<file path="src/shared/anode_pkg.sv">
// constants and carrier types of the analogue node configuration bank
// assumes one 200 MHz reference clock and a synchronous active-high reset
// Overview of operation
// - identification reads chip id, analogue revision and version bytes.
// - identification bit 16 shows the oscillator-select strap at power-up.
// - lock bit 31 of node configuration blocks writes there and to link.
// - node configuration bit 0 picks 1-byte headers, else 3-byte; reset 0.
// - node identifier holds a 16-bit writable value, upper half zero.
// - system reset covers everything, tile reset only the processor tiles.
// - reset pin low, supply brown-out or watchdog expiry start system reset.
// - sleep sequence or clock source change start only a tile reset.
// - system reset length is a counter of 524,288 oscillator cycles.
// - writing 1 to reset control bit 1 starts a tile reset, self clearing.
// - writing 1 to reset control bit 0 starts a system reset, self clearing.
// - a write that sets either reset bit gets no response packet.
// - reset control bits 17:16 drive mode pins, bit 24 tristates them.
package anode_pkg;
   // register numbers
   localparam logic [7:0] REG_DEVICE_ID  = 8'h00;
   localparam logic [7:0] REG_NODE_CFG   = 8'h04;
   localparam logic [7:0] REG_NODE_ID    = 8'h05;
   localparam logic [7:0] REG_RESET_MODE = 8'h50;
   localparam logic [7:0] REG_CLK_FREQ   = 8'h51;
   localparam logic [7:0] REG_LINK_CTRL  = 8'h80;
   localparam logic [7:0] REG_WDOG_TIME  = 8'hd6;
   localparam logic [7:0] REG_WDOG_OFF   = 8'hd7;
   // field positions
   localparam int ID_CHIP_LSB   = 24;
   localparam int ID_OSC_BIT    = 16;
   localparam int ID_REV_LSB    = 8;
   localparam int NCFG_LOCK_BIT = 31;
   localparam int NCFG_HDR_BIT  = 0;
   localparam int RMC_TRI_BIT   = 24;
   localparam int RMC_MODE_LSB  = 16;
   localparam int RMC_TILE_BIT  = 1;
   localparam int RMC_SYS_BIT   = 0;
   // values after reset and legal ranges
   localparam logic [6:0]  CLKF_RESET  = 7'h19;
   localparam logic [6:0]  CLKF_MIN    = 7'h05;
   localparam logic [6:0]  CLKF_MAX    = 7'h64;
   localparam logic [31:0] LINK_RESET  = 32'h0000_0801;
   localparam logic [31:0] LINK_RW     = 32'hc03f_ffff;
   localparam logic [15:0] WDOG_RESET  = 16'h03e8;
   localparam logic [31:0] WDOG_OFF_RESET = 32'h0d15_ab1e;
   localparam logic [1:0]  MODE_RESET  = 2'h0;
   // cycle counts
   localparam int SYS_RST_COUNT  = 524288;
   localparam int TILE_RST_COUNT = 16;
   localparam logic [2:0] OSC_SETTLE = 3'h4;
   // configuration request and answer
   typedef struct packed {
      logic        valid;
      logic        write;
      logic        want_resp;
      logic [7:0]  num;
      logic [31:0] data;
   } cfg_req_t;
   typedef struct packed {
      logic        valid;
      logic        ack;
      logic [31:0] data;
   } cfg_resp_t;
endpackage

</file>
<file path="src/verilog/analogue_node_cfg.sv">
// analogue node configuration and reset control register bank
// assumes requests arrive on ref_clk; reset and brown-out pins are async
`timescale 1ns/1ps
module analogue_node_cfg #(
   parameter logic [7:0] CHIP_ID  = 8'h5a, // arbitrary value
   parameter logic [7:0] REV_ID   = 8'h11, // arbitrary value
   parameter logic [7:0] VER_ID   = 8'h22, // arbitrary value
   parameter int SYS_RST_CYCLES   = anode_pkg::SYS_RST_COUNT,
   parameter int TILE_RST_CYCLES  = anode_pkg::TILE_RST_COUNT
) (
   input  wire logic           ref_clk,      // reference clock
   input  wire logic           sys_rst,      // synchronous reset
   input  wire anode_pkg::cfg_req_t req,     // config request
   output anode_pkg::cfg_resp_t    resp,     // config answer
   input  wire logic           rst_pin_n,    // external reset pin
   input  wire logic           brown_out,    // supply brown-out pin
   input  wire logic           oscillator_select_pin, // boot strap
   input  wire logic           wdog_expire,  // watchdog expiry pulse
   input  wire logic           sleep_enter,  // sleep sequence pulse
   input  wire logic           clk_switch,   // clock source change
   output logic                sys_reset,    // system reset out
   output logic                tile_reset,   // tile reset out
   output logic                one_byte_hdr, // header mode
   output logic [15:0]         node_id,      // node identifier
   output logic [6:0]          clk_mhz,      // oscillator MHz
   output logic [31:0]         link_ctrl,    // link control word
   output logic [15:0]         wdog_timeout, // watchdog period
   output logic                wdog_enabled, // watchdog enable
   output logic [1:0]          mode_pin_o,   // mode pin drive
   output logic [1:0]          mode_pin_oe   // mode pin enable
);
   import anode_pkg::*;

   logic        pin_low_n;
   logic        brown_lvl;
   logic        osc_boot;
   logic        osc_done;
   logic [2:0]  settle;
   logic        cfg_lock;
   logic [31:0] wdog_off;
   logic        sys_busy;
   logic        tile_busy;
   logic        osc_lvl;

   // filtered asynchronous pins
   pin_sync3 #(.IDLE(1'b1)) u_rst_sync (
      .ref_clk (ref_clk),
      .sys_rst (sys_rst),
      .pin     (rst_pin_n),
      .level   (pin_low_n)
   );
   pin_sync3 #(.IDLE(1'b0)) u_bo_sync (
      .ref_clk (ref_clk),
      .sys_rst (sys_rst),
      .pin     (brown_out),
      .level   (brown_lvl)
   );
   pin_sync3 #(.IDLE(1'b0)) u_osc_sync (
      .ref_clk (ref_clk),
      .sys_rst (sys_rst),
      .pin     (oscillator_select_pin),
      .level   (osc_lvl)
   );

   // request decode
   wire take    = req.valid && !sys_busy;
   wire wr      = take && req.write;
   wire is_id   = req.num == REG_DEVICE_ID;
   wire is_ncfg = req.num == REG_NODE_CFG;
   wire is_nid  = req.num == REG_NODE_ID;
   wire is_rmc  = req.num == REG_RESET_MODE;
   wire is_clkf = req.num == REG_CLK_FREQ;
   wire is_link = req.num == REG_LINK_CTRL;
   wire is_wdt  = req.num == REG_WDOG_TIME;
   wire is_wdo  = req.num == REG_WDOG_OFF;
   wire mapped  = is_id | is_ncfg | is_nid | is_rmc | is_clkf
                | is_link | is_wdt | is_wdo;

   // write legality checks
   wire clkf_ok = req.data[6:0] >= CLKF_MIN && req.data[6:0] <= CLKF_MAX;
   wire wdt_ok  = req.data[31:16] == ~req.data[15:0];
   wire wr_bad  = !mapped || is_id || (is_clkf && !clkf_ok)
                || (is_wdt && !wdt_ok);

   // register strobes; lock blocks node cfg and link writes
   wire wr_ncfg = wr && is_ncfg && !cfg_lock;
   wire wr_link = wr && is_link && !cfg_lock;
   wire wr_nid  = wr && is_nid;
   wire wr_rmc  = wr && is_rmc;
   wire wr_clkf = wr && is_clkf && clkf_ok;
   wire wr_wdt  = wr && is_wdt && wdt_ok;
   wire wr_wdo  = wr && is_wdo;

   // software reset requests and response suppression
   wire sw_sys  = wr_rmc && req.data[RMC_SYS_BIT];
   wire sw_tile = wr_rmc && req.data[RMC_TILE_BIT];
   wire quiet   = sw_sys || sw_tile;

   // reset sources
   wire sys_go  = !pin_low_n || brown_lvl || wdog_expire
                || sw_sys;
   wire tile_go = sleep_enter || clk_switch || sw_tile;

   // system and tile reset spans
   reset_span_timer #(.CYCLES(SYS_RST_CYCLES)) u_sys_span (
      .ref_clk (ref_clk),
      .sys_rst (sys_rst),
      .start   (sys_go),
      .busy    (sys_busy)
   );
   reset_span_timer #(.CYCLES(TILE_RST_CYCLES)) u_tile_span (
      .ref_clk (ref_clk),
      .sys_rst (sys_rst),
      .start   (tile_go),
      .busy    (tile_busy)
   );

   // read words
   wire [31:0] id_word = {CHIP_ID, 7'h00, osc_boot, REV_ID, VER_ID};
   wire [31:0] ncfg_word = {cfg_lock, 30'h0, one_byte_hdr};
   wire [31:0] rmc_word = {7'h00, ~mode_pin_oe[0], 6'h00, mode_pin_o,
                           16'h0000}; // reset bits read 0
   wire [31:0] rd_word =
      is_id   ? id_word :
      is_ncfg ? ncfg_word :
      is_nid  ? {16'h0000, node_id} :
      is_rmc  ? rmc_word :
      is_clkf ? {25'h0, clk_mhz} :
      is_link ? link_ctrl :
      is_wdt  ? {16'h0000, wdog_timeout} :
      is_wdo  ? wdog_off :
      32'h0;

   // power-up oscillator strap, caught once after release
   always_ff @(posedge ref_clk) begin
      if (sys_rst) begin
         settle   <= 3'h0;
         osc_done <= 1'b0;
         osc_boot <= 1'b0;
      end else if (!osc_done) begin
         settle <= settle + 1'b1;
         if (settle == OSC_SETTLE) begin
            osc_done <= 1'b1;
            osc_boot <= osc_lvl;
         end
      end
   end

   // node configuration, identifier and link word
   always_ff @(posedge ref_clk) begin
      if (sys_rst || sys_go) begin
         cfg_lock     <= 1'b0;
         one_byte_hdr <= 1'b0;
         node_id      <= 16'h0000;
         link_ctrl    <= LINK_RESET;
      end else begin
         if (wr_ncfg) begin
            cfg_lock     <= req.data[NCFG_LOCK_BIT];
            one_byte_hdr <= req.data[NCFG_HDR_BIT];
         end
         if (wr_nid)
            node_id <= req.data[15:0];
         if (wr_link)
            link_ctrl <= req.data & LINK_RW;
      end
   end

   // mode pins, clock frequency and watchdog settings
   always_ff @(posedge ref_clk) begin
      if (sys_rst || sys_go) begin
         mode_pin_o   <= MODE_RESET;
         mode_pin_oe  <= 2'b00;
         clk_mhz      <= CLKF_RESET;
         wdog_timeout <= WDOG_RESET;
         wdog_off     <= WDOG_OFF_RESET;
         wdog_enabled <= 1'b0;
      end else begin
         if (wr_rmc) begin
            mode_pin_o  <= req.data[RMC_MODE_LSB +: 2];
            mode_pin_oe <= {2{~req.data[RMC_TRI_BIT]}};
         end
         if (wr_clkf)
            clk_mhz <= req.data[6:0];
         if (wr_wdt)
            wdog_timeout <= req.data[15:0];
         if (wr_wdo) begin
            wdog_off     <= req.data;
            wdog_enabled <= req.data == 32'h0;
         end
      end
   end

   // reset outputs; system reset also holds the tiles
   always_ff @(posedge ref_clk) begin
      if (sys_rst) begin
         sys_reset  <= 1'b0;
         tile_reset <= 1'b0;
      end else begin
         sys_reset  <= sys_busy;
         tile_reset <= tile_busy || sys_busy;
      end
   end

   // answer one cycle after the request
   always_ff @(posedge ref_clk) begin
      if (sys_rst) begin
         resp <= '0;
      end else begin
         resp.valid <= take && !quiet
                       && (!req.write || req.want_resp);
         resp.ack   <= req.write ? !wr_bad : mapped;
         resp.data  <= (req.write || !mapped) ? 32'h0 : rd_word;
      end
   end
endmodule

</file>
<file path="src/verilog/pin_sync3.sv">
// three-stage pin synchroniser with agreement filter
// assumes the pin is asynchronous to ref_clk
`timescale 1ns/1ps
module pin_sync3 #(
   parameter logic IDLE = 1'b0
) (
   input  wire logic ref_clk, // reference clock
   input  wire logic sys_rst, // synchronous reset
   input  wire logic pin,     // raw pin level
   output logic      level    // filtered level
);
   logic s1;
   logic s2;
   logic s3;

   // a change counts once stages two and three agree
   always_ff @(posedge ref_clk) begin
      if (sys_rst) begin
         s1    <= IDLE;
         s2    <= IDLE;
         s3    <= IDLE;
         level <= IDLE;
      end else begin
         s1 <= pin;
         s2 <= s1;
         s3 <= s2;
         if (s2 == s3)
            level <= s3;
      end
   end
endmodule

</file>
<file path="src/verilog/reset_span_timer.sv">
// fixed-length reset span counter, restarted by every start pulse
// assumes start is a same-clock pulse or level
`timescale 1ns/1ps
module reset_span_timer #(
   parameter int CYCLES = 16
) (
   input  wire logic ref_clk, // reference clock
   input  wire logic sys_rst, // synchronous reset
   input  wire logic start,   // begin or restart the span
   output logic      busy     // high for CYCLES cycles after start
);
   localparam int W = $clog2(CYCLES + 1);
   logic [W-1:0] remain;

   // count down the span, release only when it completes
   always_ff @(posedge ref_clk) begin
      if (sys_rst) begin
         busy   <= 1'b0;
         remain <= '0;
      end else if (start) begin
         busy   <= 1'b1;
         remain <= W'(CYCLES - 1);
      end else if (busy && remain == '0) begin
         busy <= 1'b0;
      end else if (busy) begin
         remain <= remain - 1'b1;
      end
   end
endmodule

</file>
<file path="config.mk">
export PLATFORM = sky130hd
export DESIGN_NAME = analogue_node_cfg
export DESIGN_NICKNAME = d
export VERILOG_FILES = /design/src/shared/anode_pkg.sv /design/src/verilog/analogue_node_cfg.sv /design/src/verilog/pin_sync3.sv /design/src/verilog/reset_span_timer.sv
export SDC_FILE = /design/constraint.sdc
export NUM_CORES = 1
export LEC_CHECK = 0
export BUFFER_PORTS_ARGS = -buffer_cell sky130_fd_sc_hd__buf_2
export CORE_MARGIN = 2
export CORE_UTILIZATION = 45
export DETAILED_ROUTE_END_ITERATION = 10
export PLACE_DENSITY = 0.67
export SLEW_MARGIN = 20
export SYNTH_ARGS = -nofsm -noshare
export SYNTH_HDL_FRONTEND = slang
export SYNTH_SLANG_ARGS = --single-unit
</file>
<file path="constraint.sdc">
create_clock -name ref_clk -period 2.25 [get_ports ref_clk]
set_input_delay 0.1125 -clock ref_clk [delete_from_list [all_inputs] [get_ports ref_clk]]
set_output_delay 0.1125 -clock ref_clk [all_outputs]
set_load 0.01 [all_outputs]
</file>
==> impl_metrics.py <==
metrics = {
    "timing": {
        "worst_slew_pin_slew_ns": 0.722,
        "setup_viol_count_final": 0,
        "min_period_over_period_pct": 92.5,
        "slew_violations": 0,
        "hold_viol": 0,
        "fmax_mhz": 480,
        "layout_min_cycle_time_ns": 2.08,
        "skew_ns": 0.00975,
        "max_slew_margin_pct": 51.6,
        "rsz0062_at_grt": "no",
        "tns_ns": 0,
    },
    "routing": {
        "avgViaCountPerCell": 5.63,
        "routed_wl_um": 23500,
        "dr.pass1.iters": 5,
        "vias": 7430,
        "drtIter0Drc": 682,
        "route.detailed.drc": 0,
        "ant_nets": 0,
        "wl_per_cell_um": 17.8,
    },
    "floorplan": {
        "coreArea_um2": 16600,
        "start_util_pct": 46.3,
        "die_y_um": 135,
        "dieArea_um2": 18200,
        "dieWidth_um": 135,
        "std_cell_rows": 47,
        "io_pins": 164,
    },
    "worst_setup_path": {
        "crit_required_ns": 2.56,
        "r2r_cells": 6,
        "endpoint_kind": "flop",
        "crit_arrival_ns": 2.39,
        "rrSetupSlack_ns": 0.17,
        "r2r_end": "link_ctrl[13]$_SDFFE_PP0P_",
        "path_class": "reg -> reg",
        "start_kind": "flop",
        "reg2reg_from": "u_sys_span.busy$_SDFFE_PP0P_",
        "cp_max_fo": 58,
    },
    "yosys": {
        "yosys.area_share.simple_pct": 24.2,
        "synth_compound_area_share_pct": 14.8,
        "ys_ff_latch": 181,
        "yosysWarnings": 0,
        "ys.flop_type": "dfxtp_1",
        "synth_top_family_by_area": "simple AND/OR/NAND/NOR gates",
        "synth_xor_area_share_pct": 3.98,
        "async_reset_ff_share_pct": 0,
        "syn_avg_cell_area_um2": 8.46,
        "muxShareOfSynthArea_pct": 3.67,
        "synth-adder-area-share_pct": 0.812,
        "syn_inst": 911,
        "synth-edff-count": 0,
        "syn_area_um2": 7710,
        "ys_types": 65,
        "yosysSeqAreaShare_pct": 47.0,
    },
    "placement": {
        "io_buffer_count": 155,
        "placed_area_um2": 8800,
        "place.gp.congestion": 0.877,
        "dpl.hpwl_um": 16600,
        "dp.cells": 1266,
    },
    "finish": {
        "final_cells": 1319,
        "area_delta_synth_final_pct": 24.6,
        "antenna_cells": 0,
        "stdcell_area_um2": 9600,
        "drive_above_1_share_pct": 23.2,
        "layout.nets": 1143,
        "fill_cells": 1512,
    },
    "global_routing": {
        "grt_max_degree": 59,
        "antenna_found_initial": 0,
        "grt_pass1_vias": 6864,
        "grt_pass1_wl_um": 37100,
        "grtUsageTotal_pct": 26.1,
        "grt.overflow.total": 0,
    },
    "worst_hold_path": {
        "hold_path.class": "in -> reg",
        "min-delay-start": "req[13]",
        "min_path_cells": 3,
        "min_to": "wdog_timeout[13]$_SDFFE_PP0P_",
    },
    "cts": {
        "cts_tree": "yes",
        "ctsHoldBuffers": 22,
        "clk_latency_ns": 0.44,
        "clk_pin_slew_worst_paths_ns": 0.07,
        "cts_max_level": 4,
        "post_cts_buffers": 0,
        "clockBufferDepth": 2,
        "clockRootBuffer": "clkbuf_16",
        "ctsResizeCount": 0,
        "cts_made_buffers": 17,
        "numClockSinks": 181,
    },
    "power": {
        "p_comb_share_pct": 7.9,
        "switching_share_pct": 24.7,
        "power_frac_clock_pct": 43.5,
        "p_switching_uw": 1680,
        "p_int_uw": 5120,
        "pwr_density_cell_nw_per_um2": 709,
        "cellLeakagePower_uw": 0.00376,
        "seq_power_share_pct": 48.6,
        "ir_drop_mv": 0.604,
    },
    "flow_run": {
        "maxCapViolations": 0,
    },
    "run_status": {
        "run_status": "completed",
    },
}
-- logic make-up after synthesis --
logic type / count (synthesis)
and+or+nand+nor: 377
AOI/OAI and AO/OA: 199
DFF: 181
buffers and inverters: 85
xor gates and xnor gates: 35
muxes: 28
adders and majority gates: 5
other: 1
-- state kept, by name, indices dropped and copies added, names as in the netlist, 2 cells and up --
name                count
link_ctrl              24
wdog_timeout           16
settle                  3
node_id                16
wdog_off               32
mode_pin_o              2
resp                   34
clk_mhz                 7
u_tile_span.remain      5
u_sys_span.remain      20
-- cells in the mapped netlist, types with 3 or more instances --
library cell / n / area share, %
nor3_1: 13 / 0.84
or2_2: 5 / 0.41
nor4_1: 17 / 1.4
nand3_1: 84 / 5.5
o21ai_0: 30 / 1.9
ha_1: 5 / 0.81
or4_1: 8 / 0.78
a31oi_1: 6 / 0.49
nand2_1: 130 / 6.3
nand4_1: 5 / 0.41
mux2i_1: 26 / 3.4
and2_1: 5 / 0.41
a221oi_1: 15 / 1.7
nand3b_1: 3 / 0.29
a22oi_1: 9 / 0.88
buf_2: 12 / 0.78
xnor2_1: 33 / 3.8
clkbuf_1: 42 / 2.0
nor2_1: 60 / 2.9
a2111oi_0: 3 / 0.34
a211oi_1: 6 / 0.58
a21oi_1: 119 / 7.7
nor3b_1: 3 / 0.29
buf_4: 11 / 1.1
or3_1: 3 / 0.24
dfxtp_1: 181 / 47
nor2_2: 4 / 0.32
inv_1: 13 / 0.63
clkbuf_8: 3 / 0.54
nor2b_1: 12 / 0.97
-- layer usage --
metal	part of all wire (%)	GRT usage, %	wire length [um]
met1	44	36.9	10400
met2	44	39.0	10400
met3	8.9	5.07	2100
met4	2.9	10.7	682
met5	0	0	0
-- power by group through the flow --
stage / sequential, uW / combinational, uW / clock (uW)
floorplan: 3370 / 311 / 0
global placement: 3380 / 491 / 0
detailed placement: 3380 / 498 / 0
CTS: 3310 / 529 / 3000
global route: 3310 / 584 / 3140
finish: 3310 / 538 / 2960
-- critical path, stage by stage (launching register included) --
cell     delay (ns)
dfxtp_1        0.33
or4bb_1        0.58
nor4_2         0.42
nor2_1         0.12
nand2_2        0.12
buf_12         0.28
a21oi_1        0.09
-- final cells by class --
| cell class | count | area (um^2) | share of cell area (%) |
|---|---|---|---|
| Clock buffer | 18 | 429 | 4.47 |
| Clock inverter | 13 | 151 | 1.58 |
| Inverter | 13 | 48.8 | 0.508 |
| Multi-Input combinational cell | 652 | 3700 | 38.5 |
| Sequential cell | 181 | 3620 | 37.7 |
| Tap cell | 220 | 275 | 2.87 |
| Timing Repair Buffer | 222 | 1370 | 14.3 |
-- worst max-delay path by stage --
stage                                       start                                 end  slack (ns)  cells after the start
4_1_cts              u_sys_span.busy$_SDFFE_PP0P_          link_ctrl[12]$_SDFFE_PP0P_        0.19                      6
2_1_floorplan  u_sys_span.remain[13]$_SDFFE_PP0P_  u_sys_span.remain[13]$_SDFFE_PP0P_        0.17                      6
3_5_place_dp                              req[33]             clk_mhz[6]$_SDFFE_PP0P_        0.17                      7
6_report             u_sys_span.busy$_SDFFE_PP0P_          link_ctrl[13]$_SDFFE_PP0P_        0.17                      6
5_1_grt         u_sys_span.remain[0]$_SDFFE_PP0P_  u_sys_span.remain[11]$_SDFFE_PP0P_       0.009                      8
3_3_place_gp                              req[33]             clk_mhz[5]$_SDFFE_PP0P_        0.20                      7
-- cells in the final DEF, fill, tap and decap left out, types with 4 or more instances in the layout --
| cell | count |
|---|---|
| nor4_1 | 17 |
| a211oi_1 | 6 |
| or4_1 | 8 |
| nand2_1 | 130 |
| dlygate4sd3_1 | 22 |
| clkbuf_16 | 17 |
| buf_4 | 42 |
| mux2i_1 | 26 |
| a22oi_1 | 9 |
| clkinvlp_4 | 4 |
| a31oi_1 | 6 |
| and2_1 | 5 |
| a221oi_1 | 15 |
| nand4_1 | 5 |
| buf_2 | 155 |
| dfxtp_1 | 181 |
| inv_1 | 13 |
| nor3_1 | 11 |
| nand3_1 | 84 |
| nor2_1 | 60 |
| or2_2 | 5 |
| nor2_2 | 4 |
| xnor2_1 | 33 |
| conb_1 | 8 |
| o21ai_0 | 30 |
| ha_1 | 5 |
| a21oi_1 | 119 |
| nor2b_1 | 12 |
-- metrics by stage --
stage	setup slack, ns	power [uW]	hold WS [ns]	utilization [%]
after floorplan	0.168	3680	0.207	-
after global placement	0.200	3870	0.295	52.9
after detailed placement	0.172	3880	0.300	52.9
after CTS	0.193	6840	0.00338	57.7
after global routing	0.00877	7040	0.0118	57.7
final	0.169	6810	0.0138	57.7
Power figures use the tool's default switching activity.
